## src/core_regs_pkg.sv

```systemverilog
/*
  core_regs_pkg: shared constants and carriers for the core register set.
  assumes: single ref_clk domain, synchronous active-high reset.
*/
package core_regs_pkg;

  // ---------------------------------------------------------------
  // special register addresses
  // ---------------------------------------------------------------
  localparam logic [7:0] ADDR_STACK   = 8'h81;
  localparam logic [7:0] ADDR_PTR_LO  = 8'h82;
  localparam logic [7:0] ADDR_PTR_HI  = 8'h83;
  localparam logic [7:0] ADDR_CONFIG  = 8'hAF;
  localparam logic [7:0] ADDR_STATUS  = 8'hD0;
  localparam logic [7:0] ADDR_ACCUM   = 8'hE0;
  localparam logic [7:0] ADDR_AUX     = 8'hF0;
  localparam logic [7:0] ADDR_BANK_END = 8'h1F;

  // ---------------------------------------------------------------
  // reset values
  // ---------------------------------------------------------------
  localparam logic [7:0]  RST_STACK   = 8'h07;
  localparam logic [15:0] RST_PTR     = 16'h0000;
  localparam logic [7:0]  RST_CONFIG  = 8'h81;
  localparam logic [15:0] RST_FETCH   = 16'h0000;
  localparam logic [7:0]  RST_BYTE    = 8'h00;

  // ---------------------------------------------------------------
  // field positions
  // ---------------------------------------------------------------
  localparam int CFG_RSVD_HI   = 7;
  localparam int CFG_SERIAL    = 6;
  localparam int CFG_SYNC      = 5;
  localparam int CFG_CARRIER   = 4;
  localparam int CFG_MOVE_HI   = 1;
  localparam int CFG_MOVE_LO   = 0;
  localparam logic [7:0] CFG_WRITE_MASK = 8'h73;
  localparam int PSW_CARRY     = 7;
  localparam int PSW_AUXC      = 6;
  localparam int PSW_OVF       = 2;
  localparam int PSW_PARITY    = 0;
  localparam int PSW_BANK_HI   = 4;
  localparam int PSW_BANK_LO   = 3;

  // ---------------------------------------------------------------
  // operation encodings
  // ---------------------------------------------------------------
  typedef enum logic [3:0] {
    OP_NONE    = 4'h0,
    OP_PUSH    = 4'h1,
    OP_POP     = 4'h2,
    OP_CALL    = 4'h3,
    OP_RET     = 4'h4,
    OP_JUMP    = 4'h5,
    OP_ALU_REG = 4'h6,
    OP_ALU_MEM = 4'h7,
    OP_MULDIV  = 4'h8
  } core_op_type;

  typedef struct packed {
    logic        write;
    logic        read;
    logic        wide;
    logic        bitOp;
    logic [2:0]  bitIdx;
    logic [7:0]  addr;
    logic [15:0] data;
  } sfr_req_type;

  typedef struct packed {
    core_op_type op;
    logic [7:0]  opcode;
    logic [1:0]  length;
    logic [15:0] target;
    logic [7:0]  operand;
    logic [2:0]  regIdx;
    logic [7:0]  aluResult;
    logic        carry;
    logic        auxCarry;
    logic        overflow;
  } instr_type;

  typedef struct packed {
    logic       serialCheckEnhance;
    logic       syncPortSelect;
    logic       carrierModEnable;
    logic       extRamMoveEnable;
  } config_out_type;

endpackage

```

## src/cpu_core_register_set.sv

```systemverilog
/*
  cpu_core_register_set: programming-model registers of the core.
  assumes: single ref_clk, sys_rst synchronous high, one op per request.
*/
// Function
// - data pointer is high byte over low byte, zero after reset
// - pointer read and written as sixteen bits or two bytes, same store
// - stack pointer is eight bits and resets to seven
// - push increments stack pointer first, then writes the byte
// - pop reads the top byte first, then decrements stack pointer
// - call and interrupt save return address, return restores it
// - stack accesses go to extended RAM, addressed by stack pointer
// - stack pointer zero addresses first extended RAM location
// - config bit 6 enables enhanced serial checks, resets zero
// - config bit 5 selects SPI when set, I2C when clear
// - config bit 4 enables carrier modulation on selected pins
// - config bits 1:0 reset 01, any set enables extended move
// - fetch counter resets zero, advances by instruction length, pop by fixed two
// - fetch counter not mapped, loaded by call, jump, interrupt and return
// - opcode holder captures opcode, invisible to software
// - four banks of eight bytes, bank chosen by status word
// - bank-register op takes one cycle, literal or RAM op two
// - parity flag always tracks the accumulator
// - status word holds carry, aux carry, overflow; bit addressable
// - aux register feeds multiply and divide, else scratch
// - bank select sits at status bits 4:3, value is bank number
module cpu_core_register_set (
  input  wire logic                       ref_clk,
  input  wire logic                       sys_rst,
  input  wire logic                       clkEn,
  input  wire core_regs_pkg::sfr_req_type sfrReq,
  output logic      [15:0]                sfrRdData,
  output logic                            sfrRdValid,
  input  wire logic                       instrValid,
  input  wire core_regs_pkg::instr_type   instr,
  input  wire logic                       irqVector,
  input  wire logic [15:0]                irqAddr,
  input  wire logic [7:0]                 pushData,
  output logic                            instrReady,
  output logic      [7:0]                 popData,
  output logic                            popValid,
  output logic      [15:0]                fetchAddr,
  output logic      [15:0]                pointerValue,
  output logic      [7:0]                 mulDivOperand,
  output core_regs_pkg::config_out_type   configOut
);

  // ---------------------------------------------------------------
  // state
  // ---------------------------------------------------------------
  typedef enum logic [5:0] {
    ST_IDLE  = 6'b000001,
    ST_SEC   = 6'b000010,
    ST_POPRD = 6'b000100,
    ST_RETHI = 6'b001000,
    ST_RETLO = 6'b010000,
    ST_PUSH2 = 6'b100000
  } phase_type;

  typedef struct packed {
    logic [7:0] result;
    logic       carry;
    logic       auxCarry;
    logic       overflow;
  } instr_sec_type;

  typedef struct packed {
    phase_type   phase;
    logic [7:0]  stackTopPointer;
    logic [7:0]  pointerLowByte;
    logic [7:0]  pointerHighByte;
    logic [7:0]  coreConfiguration;
    logic [15:0] fetchAddressCounter;
    logic [7:0]  opcodeHolder;
    logic [7:0]  statusWord;
    logic [7:0]  workingAccumulator;
    logic [7:0]  auxOperand;
    logic [15:0] rdData;
    logic        rdValid;
    logic [7:0]  popByte;
    logic        popValid;
    logic [7:0]  retHigh;
    logic [15:0] pendTarget;
    instr_sec_type pend;
  } state_type;

  state_type  s_q;
  state_type  s_d;
  logic       ramWr;
  logic [7:0] ramAddr;
  logic [7:0] ramWrData;
  logic [7:0] ramRdData;
  logic       bankWr;
  logic [7:0] bankRdData;
  logic       lowRam;
  logic [1:0] bankSel;
  logic [2:0] bankIdx;

  // ---------------------------------------------------------------
  // helpers
  // ---------------------------------------------------------------
  function automatic logic [7:0] spStep(input logic [7:0] sp, input logic up);
    spStep = up ? sp + 8'h01 : sp - 8'h01;
  endfunction

  function automatic logic [7:0] bitWrite(input logic [7:0] v, input logic [2:0] i,
                                          input logic b);
    logic [7:0] r;
    r    = v;
    r[i] = b;
    bitWrite = r;
  endfunction

  // ---------------------------------------------------------------
  // next state
  // ---------------------------------------------------------------
  always_comb
  begin
    logic [7:0]  wv;
    logic [15:0] ret;
    s_d       = s_q;
    ramWr     = 1'b0;
    ramAddr   = s_q.stackTopPointer;
    ramWrData = pushData;
    bankWr    = sfrReq.write && lowRam;
    wv        = sfrReq.data[7:0];
    ret       = s_q.fetchAddressCounter + 16'(instr.length);
    s_d.rdValid  = 1'b0;
    s_d.popValid = 1'b0;
    // register port
    if (sfrReq.write)
    begin
      unique case (sfrReq.addr)
        core_regs_pkg::ADDR_STACK:
          s_d.stackTopPointer = wv;
        core_regs_pkg::ADDR_PTR_LO:
        begin
          s_d.pointerLowByte = wv;
          if (sfrReq.wide)
          begin
            s_d.pointerHighByte = sfrReq.data[15:8];
          end
        end
        core_regs_pkg::ADDR_PTR_HI:
          s_d.pointerHighByte = wv;
        core_regs_pkg::ADDR_CONFIG:
          s_d.coreConfiguration = (wv & core_regs_pkg::CFG_WRITE_MASK)
                                  | (s_q.coreConfiguration & ~core_regs_pkg::CFG_WRITE_MASK);
        core_regs_pkg::ADDR_STATUS:
          s_d.statusWord = sfrReq.bitOp
                           ? bitWrite(s_q.statusWord, sfrReq.bitIdx, sfrReq.data[0])
                           : wv;
        core_regs_pkg::ADDR_ACCUM:
          s_d.workingAccumulator = sfrReq.bitOp
                           ? bitWrite(s_q.workingAccumulator, sfrReq.bitIdx, sfrReq.data[0])
                           : wv;
        core_regs_pkg::ADDR_AUX:
          s_d.auxOperand = sfrReq.bitOp
                           ? bitWrite(s_q.auxOperand, sfrReq.bitIdx, sfrReq.data[0])
                           : wv;
        default: ;
      endcase
    end
    if (sfrReq.read)
    begin
      s_d.rdValid = 1'b1;
      unique case (sfrReq.addr)
        core_regs_pkg::ADDR_STACK:  s_d.rdData = {8'h00, s_q.stackTopPointer};
        core_regs_pkg::ADDR_PTR_LO: s_d.rdData = sfrReq.wide
                                    ? {s_q.pointerHighByte, s_q.pointerLowByte}
                                    : {8'h00, s_q.pointerLowByte};
        core_regs_pkg::ADDR_PTR_HI: s_d.rdData = {8'h00, s_q.pointerHighByte};
        core_regs_pkg::ADDR_CONFIG: s_d.rdData = {8'h00, s_q.coreConfiguration};
        core_regs_pkg::ADDR_STATUS: s_d.rdData = {8'h00, s_q.statusWord};
        core_regs_pkg::ADDR_ACCUM:  s_d.rdData = {8'h00, s_q.workingAccumulator};
        core_regs_pkg::ADDR_AUX:    s_d.rdData = {8'h00, s_q.auxOperand};
        default:                    s_d.rdData = lowRam ? {8'h00, bankRdData}
                                    : 16'h0000;
      endcase
    end
    // instruction sequencing
    unique case (s_q.phase)
      ST_IDLE:
      begin
        if (irqVector)
        begin
          s_d.stackTopPointer = spStep(s_q.stackTopPointer, 1'b1);
          s_d.retHigh         = s_q.fetchAddressCounter[15:8];
          s_d.pendTarget      = irqAddr;
          s_d.phase           = ST_PUSH2;
          ramWr               = 1'b1;
          ramAddr             = spStep(s_q.stackTopPointer, 1'b1);
          ramWrData           = s_q.fetchAddressCounter[7:0];
        end
        else if (instrValid)
        begin
          s_d.opcodeHolder = instr.opcode;
          unique case (instr.op)
            core_regs_pkg::OP_PUSH:
            begin
              s_d.stackTopPointer = spStep(s_q.stackTopPointer, 1'b1);
              ramWr     = 1'b1;
              ramAddr   = spStep(s_q.stackTopPointer, 1'b1);
              s_d.fetchAddressCounter = s_q.fetchAddressCounter + 16'(instr.length);
            end
            core_regs_pkg::OP_POP:
              s_d.phase = ST_POPRD;
            core_regs_pkg::OP_CALL:
            begin
              s_d.stackTopPointer = spStep(s_q.stackTopPointer, 1'b1);
              ramWr      = 1'b1;
              ramAddr    = spStep(s_q.stackTopPointer, 1'b1);
              ramWrData  = ret[7:0];
              s_d.retHigh    = ret[15:8];
              s_d.pendTarget = instr.target;
              s_d.phase      = ST_PUSH2;
            end
            core_regs_pkg::OP_RET:
              s_d.phase = ST_RETHI;
            core_regs_pkg::OP_JUMP:
              s_d.fetchAddressCounter = instr.target;
            core_regs_pkg::OP_ALU_REG:
            begin
              s_d.workingAccumulator = instr.aluResult;
              s_d.statusWord[core_regs_pkg::PSW_CARRY] = instr.carry;
              s_d.statusWord[core_regs_pkg::PSW_AUXC]  = instr.auxCarry;
              s_d.statusWord[core_regs_pkg::PSW_OVF]   = instr.overflow;
              s_d.fetchAddressCounter = s_q.fetchAddressCounter + 16'(instr.length);
            end
            core_regs_pkg::OP_ALU_MEM, core_regs_pkg::OP_MULDIV:
            begin
              s_d.pend  = '{instr.aluResult, instr.carry, instr.auxCarry, instr.overflow};
              s_d.pendTarget = s_q.fetchAddressCounter + 16'(instr.length);
              s_d.phase = ST_SEC;
              s_d.auxOperand = (instr.op == core_regs_pkg::OP_MULDIV)
                               ? instr.operand : s_q.auxOperand;
            end
            default:
              s_d.fetchAddressCounter = s_q.fetchAddressCounter + 16'(instr.length);
          endcase
        end
      end
      ST_SEC:
      begin
        s_d.workingAccumulator = s_q.pend.result;
        s_d.statusWord[core_regs_pkg::PSW_CARRY] = s_q.pend.carry;
        s_d.statusWord[core_regs_pkg::PSW_AUXC]  = s_q.pend.auxCarry;
        s_d.statusWord[core_regs_pkg::PSW_OVF]   = s_q.pend.overflow;
        s_d.fetchAddressCounter = s_q.pendTarget;
        s_d.phase = ST_IDLE;
      end
      ST_PUSH2:
      begin
        s_d.stackTopPointer = spStep(s_q.stackTopPointer, 1'b1);
        ramWr     = 1'b1;
        ramAddr   = spStep(s_q.stackTopPointer, 1'b1);
        ramWrData = s_q.retHigh;
        s_d.fetchAddressCounter = s_q.pendTarget;
        s_d.phase = ST_IDLE;
      end
      ST_POPRD:
      begin
        s_d.popByte  = ramRdData;
        s_d.popValid = 1'b1;
        s_d.stackTopPointer = spStep(s_q.stackTopPointer, 1'b0);
        s_d.fetchAddressCounter = s_q.fetchAddressCounter + 16'h0002;
        s_d.phase = ST_IDLE;
      end
      ST_RETHI:
      begin
        s_d.retHigh = ramRdData;
        s_d.stackTopPointer = spStep(s_q.stackTopPointer, 1'b0);
        ramAddr = spStep(s_q.stackTopPointer, 1'b0);
        s_d.phase = ST_RETLO;
      end
      ST_RETLO:
      begin
        s_d.fetchAddressCounter = {s_q.retHigh, ramRdData};
        s_d.stackTopPointer = spStep(s_q.stackTopPointer, 1'b0);
        s_d.phase = ST_IDLE;
      end
      default:
        s_d.phase = ST_IDLE;
    endcase
    s_d.statusWord[core_regs_pkg::PSW_PARITY] = ^s_d.workingAccumulator;
    if (sys_rst)
    begin
      s_d = '0;
      s_d.phase             = ST_IDLE;
      s_d.stackTopPointer   = core_regs_pkg::RST_STACK;
      {s_d.pointerHighByte, s_d.pointerLowByte} = core_regs_pkg::RST_PTR;
      s_d.coreConfiguration = core_regs_pkg::RST_CONFIG;
      s_d.fetchAddressCounter = core_regs_pkg::RST_FETCH;
      ramWr  = 1'b0;
    end
  end

  always_ff @(posedge ref_clk)
  begin
    if (clkEn || sys_rst)
    begin
      s_q <= s_d;
    end
  end

  // ---------------------------------------------------------------
  // memories
  // ---------------------------------------------------------------
  ext_stack_ram u_stack (
    .ref_clk (ref_clk),
    .clkEn   (clkEn),
    .wrEn    (ramWr),
    .addr    (ramAddr),
    .wrData  (ramWrData),
    .rdData  (ramRdData)
  );

  assign lowRam = (sfrReq.write || sfrReq.read)
                  && (sfrReq.addr <= core_regs_pkg::ADDR_BANK_END);
  assign {bankSel, bankIdx} = lowRam
      ? 5'(sfrReq.addr)
      : {s_q.statusWord[core_regs_pkg::PSW_BANK_HI:core_regs_pkg::PSW_BANK_LO], instr.regIdx};

  bank_reg_file u_banks (
    .ref_clk (ref_clk),
    .clkEn   (clkEn),
    .wrEn    (bankWr),
    .bank    (bankSel),
    .idx     (bankIdx),
    .wrData  (sfrReq.data[7:0]),
    .rdData  (bankRdData)
  );

  // ---------------------------------------------------------------
  // outputs
  // ---------------------------------------------------------------
  assign sfrRdData     = s_q.rdData;
  assign sfrRdValid    = s_q.rdValid;
  assign instrReady    = (s_q.phase == ST_IDLE);
  assign popData       = s_q.popByte;
  assign popValid      = s_q.popValid;
  assign fetchAddr     = s_q.fetchAddressCounter;
  assign pointerValue  = {s_q.pointerHighByte, s_q.pointerLowByte};
  assign mulDivOperand = s_q.auxOperand;
  assign configOut.serialCheckEnhance = s_q.coreConfiguration[core_regs_pkg::CFG_SERIAL];
  assign configOut.syncPortSelect     = s_q.coreConfiguration[core_regs_pkg::CFG_SYNC];
  assign configOut.carrierModEnable   = s_q.coreConfiguration[core_regs_pkg::CFG_CARRIER];
  assign configOut.extRamMoveEnable   = s_q.coreConfiguration[core_regs_pkg::CFG_MOVE_HI]
                                      | s_q.coreConfiguration[core_regs_pkg::CFG_MOVE_LO];
endmodule

```

## src/ext_stack_ram.sv

```systemverilog
/*
  ext_stack_ram: extended RAM holding the stack, one byte port.
  assumes: synchronous write, registered read data.
*/
module ext_stack_ram #(
  parameter int DEPTH = 256,
  parameter int AW    = 8
) (
  input  wire logic          ref_clk,
  input  wire logic          clkEn,
  input  wire logic          wrEn,
  input  wire logic [AW-1:0] addr,
  input  wire logic [7:0]    wrData,
  output logic      [7:0]    rdData
);

  // ---------------------------------------------------------------
  // storage
  // ---------------------------------------------------------------
  logic [7:0] mem [DEPTH];

  always_ff @(posedge ref_clk)
  begin
    if (clkEn)
    begin
      if (wrEn)
      begin
        mem[addr] <= wrData;
      end
      rdData <= mem[addr];
    end
  end

endmodule

```

## src/bank_reg_file.sv

```systemverilog
/*
  bank_reg_file: four banks of eight working bytes, lowest 32 RAM bytes.
  assumes: bank number supplied by the status word.
*/
module bank_reg_file #(
  parameter int BANKS = 4,
  parameter int REGS  = 8
) (
  input  wire logic       ref_clk,
  input  wire logic       clkEn,
  input  wire logic       wrEn,
  input  wire logic [1:0] bank,
  input  wire logic [2:0] idx,
  input  wire logic [7:0] wrData,
  output logic      [7:0] rdData
);

  // ---------------------------------------------------------------
  // storage
  // ---------------------------------------------------------------
  logic [7:0] regs [BANKS*REGS];
  logic [4:0] flatAddr;

  assign flatAddr = {bank, idx};
  assign rdData   = regs[flatAddr];

  always_ff @(posedge ref_clk)
  begin
    if (clkEn && wrEn)
    begin
      regs[flatAddr] <= wrData;
    end
  end

endmodule

```

## config.mk

```make
export PLATFORM = sky130hd
export DESIGN_NAME = cpu_core_register_set
export DESIGN_NICKNAME = d
export VERILOG_FILES = /design/src/core_regs_pkg.sv /design/src/cpu_core_register_set.sv /design/src/ext_stack_ram.sv /design/src/bank_reg_file.sv
export SDC_FILE = /design/constraint.sdc
export NUM_CORES = 2
export LEC_CHECK = 0
export ABC_AREA = 0
export BUFFER_PORTS_ARGS = -buffer_cell sky130_fd_sc_hd__buf_2
export CAP_MARGIN = 0
export CORE_MARGIN = 8
export CORE_UTILIZATION = 55
export CTS_BUF_LIST = sky130_fd_sc_hd__clkbuf_8
export CTS_CLUSTER_DIAMETER = 40
export DETAILED_ROUTE_END_ITERATION = 12
export PLACE_DENSITY_LB_ADDON = 0.1
export REMOVE_ABC_BUFFERS = 1
export SYNTH_ARGS = -nofsm -noshare
export SYNTH_HDL_FRONTEND = slang
export SYNTH_SLANG_ARGS = --single-unit
```

## constraint.sdc

```tcl
create_clock -name ref_clk -period 16.2 [get_ports ref_clk]
set_input_delay 0.81 -clock ref_clk [delete_from_list [all_inputs] [get_ports ref_clk]]
set_output_delay 0.81 -clock ref_clk [all_outputs]
set_load 0.05 [all_outputs]
```

==> qor.yml <==
ctsLongestPathBuffers: 4
end_kind: "register"
synthCells: 5588
antenna_found_initial: 6
core_area_sq_mm: 0.178
rr_endpoint: "u_stack.rdData[4]"
routed_wl_um: 258000
die-area_sq_mm: 0.193
final-seq-area_sq_mm: 0.0736
first_pass_iters: 6
post-cts-setup-buffers: 0
maxSlewViolCount: 0
grt_max_degree: 241
power.internal_mw: 10.5
status: "finished clean"
rsz0062_at_grt: "no"
p_per_area_mw_per_mm2: 131
setup_violations: 0
fin_area_sq_mm: 0.109
r2r_slack_ns: 8.95
cts_tree: "done"
wire_per_inst_um: 30.3
setup.worst_path.class: "reg2reg"
period_share: 0.448
postRouteAntennaNets: 0
synthesis.area_sq_mm: 0.0986
io_buffers: 174
grt-ovfl-total: 0
fmax_mhz: 138
synthArstFlopShare: 0
worstReg2RegStart: "s_q[146]"
yosys_warnings: 0
cts.sinks: 2451
clock_power_share: 0.358
cts-root-buf: "clkbuf_8"
grt_pass1_vias: 54200
layout_min_cycle_time_ns: 7.25
synth.avg_cell_area_sq_um: 17.6
endpoint: "u_stack.rdData[4]"
min_path_cells: 3
p_sw_frac: 0.264
gp_congestion: 0.886
ys_seq_elements: 2451
p_sw_mw: 3.78
hold_violations: 0
multi_input_area_sq_mm: 0.0231
relSlewSlack: 0.150
die_h_um: 439
htree_levels: 5
initial_core_util: 0.553
pwr-share-seq: 0.505
cp_max_fo: 105
yosys-top-cells-area: "edfxtp_1, mux4_2, nand2_1, nor2_1, o22ai_1"
first_iter_violations: 6467
synthTopCellsByCount: "edfxtp_1, nand2_1, mux4_2"
synthDistinctLibCells: 71
cts.reportedPaths.clkPinSlew_ns: 0.06
synth_seq_area_share: 0.747
nets: 5990
syn2layout_area_growth_pct: 10.6
critPathLaunchType: "register"
yosysMostFrequentCell: "edfxtp_1"
drive_above_1_share: 0.216
io_pins: 183
startpoint: "s_q[146]"
dieWidth_um: 439
numCtsBuffers: 417
maxCapViolCount: 0
num_rows: 155
grt_pass1_wl_um: 374000
drc: 0
vdd_drop_max_uv: 92.4
combPwrFrac: 0.137
cts_hold_buf: 6
finalPower_mw: 14.3
worst_pin_slew_ns: 1.27
yosysTopAreaCellShare: 0.747
power.leakage_nw: 35.4
finalClockSkew_ns: 0.0710
post_cts_resized: 0
place_area_sq_mm: 0.101
cp.arrival_ns: 7.97
fin_cells: 8534
ys.flop_type: "edfxtp_1"
hp-class: "in2reg"
synth_edf_count: 2451
clk_latency_ns: 1.05
synth_largest_area_cell: "edfxtp_1"
dp_cells: 7802
vias: 54600
grtUsageTotal: 0.263
post_drt_via_cell_ratio: 6.40
critPathRequiredTime_ns: 16.92
rr_worst_depth: 13
dp_hpwl_um: 151000
nFillCells: 13000
[flip-flops by register name, indices dropped and copies added (netlist names)]
register,count
configOut,3
u_banks.regs,256
sfrRdValid,1
popValid,1
u_stack.rdData,8
s_q,70
popData,8
mulDivOperand,8
pointerValue,16
fetchAddr,16
u_stack.mem,2048
sfrRdData,16
[through the flow]
stage               utilization  hold slack [ns]  TNS, ns  setup slack, ns
floorplan                     -            0.524  -127.06           -16.13
global placement          0.569            0.542        0             8.97
detailed placement        0.569            0.563        0             8.95
CTS                       0.612         0.000341        0             8.89
global route              0.612           0.0618        0             8.58
finish                    0.612            0.107        0             8.95
[logic make-up after synthesis]
family | after synthesis | synth area share
multiplexers | 547 | 0.119
flip-flops | 2451 | 0.747
adder cells (fa/ha/maj) | 6 | 0.000838
buffers and inverters | 432 | 0.0209
AND/OR/NAND/NOR | 1471 | 0.0652
XOR/XNOR | 48 | 0.00440
AO/OA/AOI/OAI | 633 | 0.0432
[power by group through the flow]
stage          Clock, mW  Combinational [mW]  Sequential [mW]
6_report            5.12                1.97             7.24
3_3_place_gp           0                1.95             7.36
2_1_floorplan          0                2.30             7.47
4_1_cts             5.21                1.98             7.23
3_5_place_dp           0                1.97             7.37
5_1_grt             5.46                2.08             7.24
[cell type report]
cell class / instances / area share
Sequential cell: 2451 / 0.675
Multi-Input combinational cell: 2705 / 0.212
Clock buffer: 420 / 0.0530
Tap cell: 2355 / 0.0270
Timing Repair Buffer: 277 / 0.0163
Clock inverter: 301 / 0.0159
Inverter: 20 / 0.000688
Antenna cell: 5 / 0.000115
[cell usage in the layout, fill, tap and decap left out, types with 21 or more instances in the layout]
master / instances
buf_4: 89
nor2b_1: 21
nand3_1: 173
and3_1: 38
edfxtp_1: 2451
mux2i_1: 31
a211oi_1: 37
xnor2_1: 27
mux4_2: 497
a31oi_1: 63
and2_1: 32
o22ai_1: 177
clkbuf_8: 420
o211ai_1: 25
o21ai_0: 35
nor4_1: 44
nor3_1: 36
a311oi_1: 23
clkinv_1: 107
nor2_1: 469
or4_1: 30
a22oi_1: 32
nand2_1: 541
clkinv_2: 34
inv_1: 137
a21oi_1: 117
buf_2: 173
[how the worst min path moves through the flow]
stage	startpoint	endpoint	slack, ns
detailed placement	s_q[116]	s_q[116]	0.56
finish	irqAddr[4]	s_q[15]	0.11
CTS	sfrReq[12]	pointerValue[12]	0.0003
global placement	s_q[116]	s_q[116]	0.54
floorplan	s_q[116]	s_q[116]	0.52
global route	irqAddr[7]	s_q[18]	0.06
[critical path, cell delays in order (launching register included)]
cell	delay [ns]
edfxtp_1	0.48
or4_1	0.68
nor2_1	0.83
nor3_1	0.26
xnor2_2	0.27
buf_12	0.45
buf_4	0.77
buf_4	0.84
mux4_2	0.44
o22ai_1	0.24
or4_1	0.25
a31oi_1	0.12
nor4_1	0.97
nand3_1	0.14
[routing by layer]
layer	wire length [um]	track usage	vias up
met5	0	0	-
met4	7130	0.0756	0
met3	24700	0.0588	465
met2	121000	0.409	2753
met1	105000	0.380	28400
li1	-	-	23000
Power figures use the tool's default switching activity.
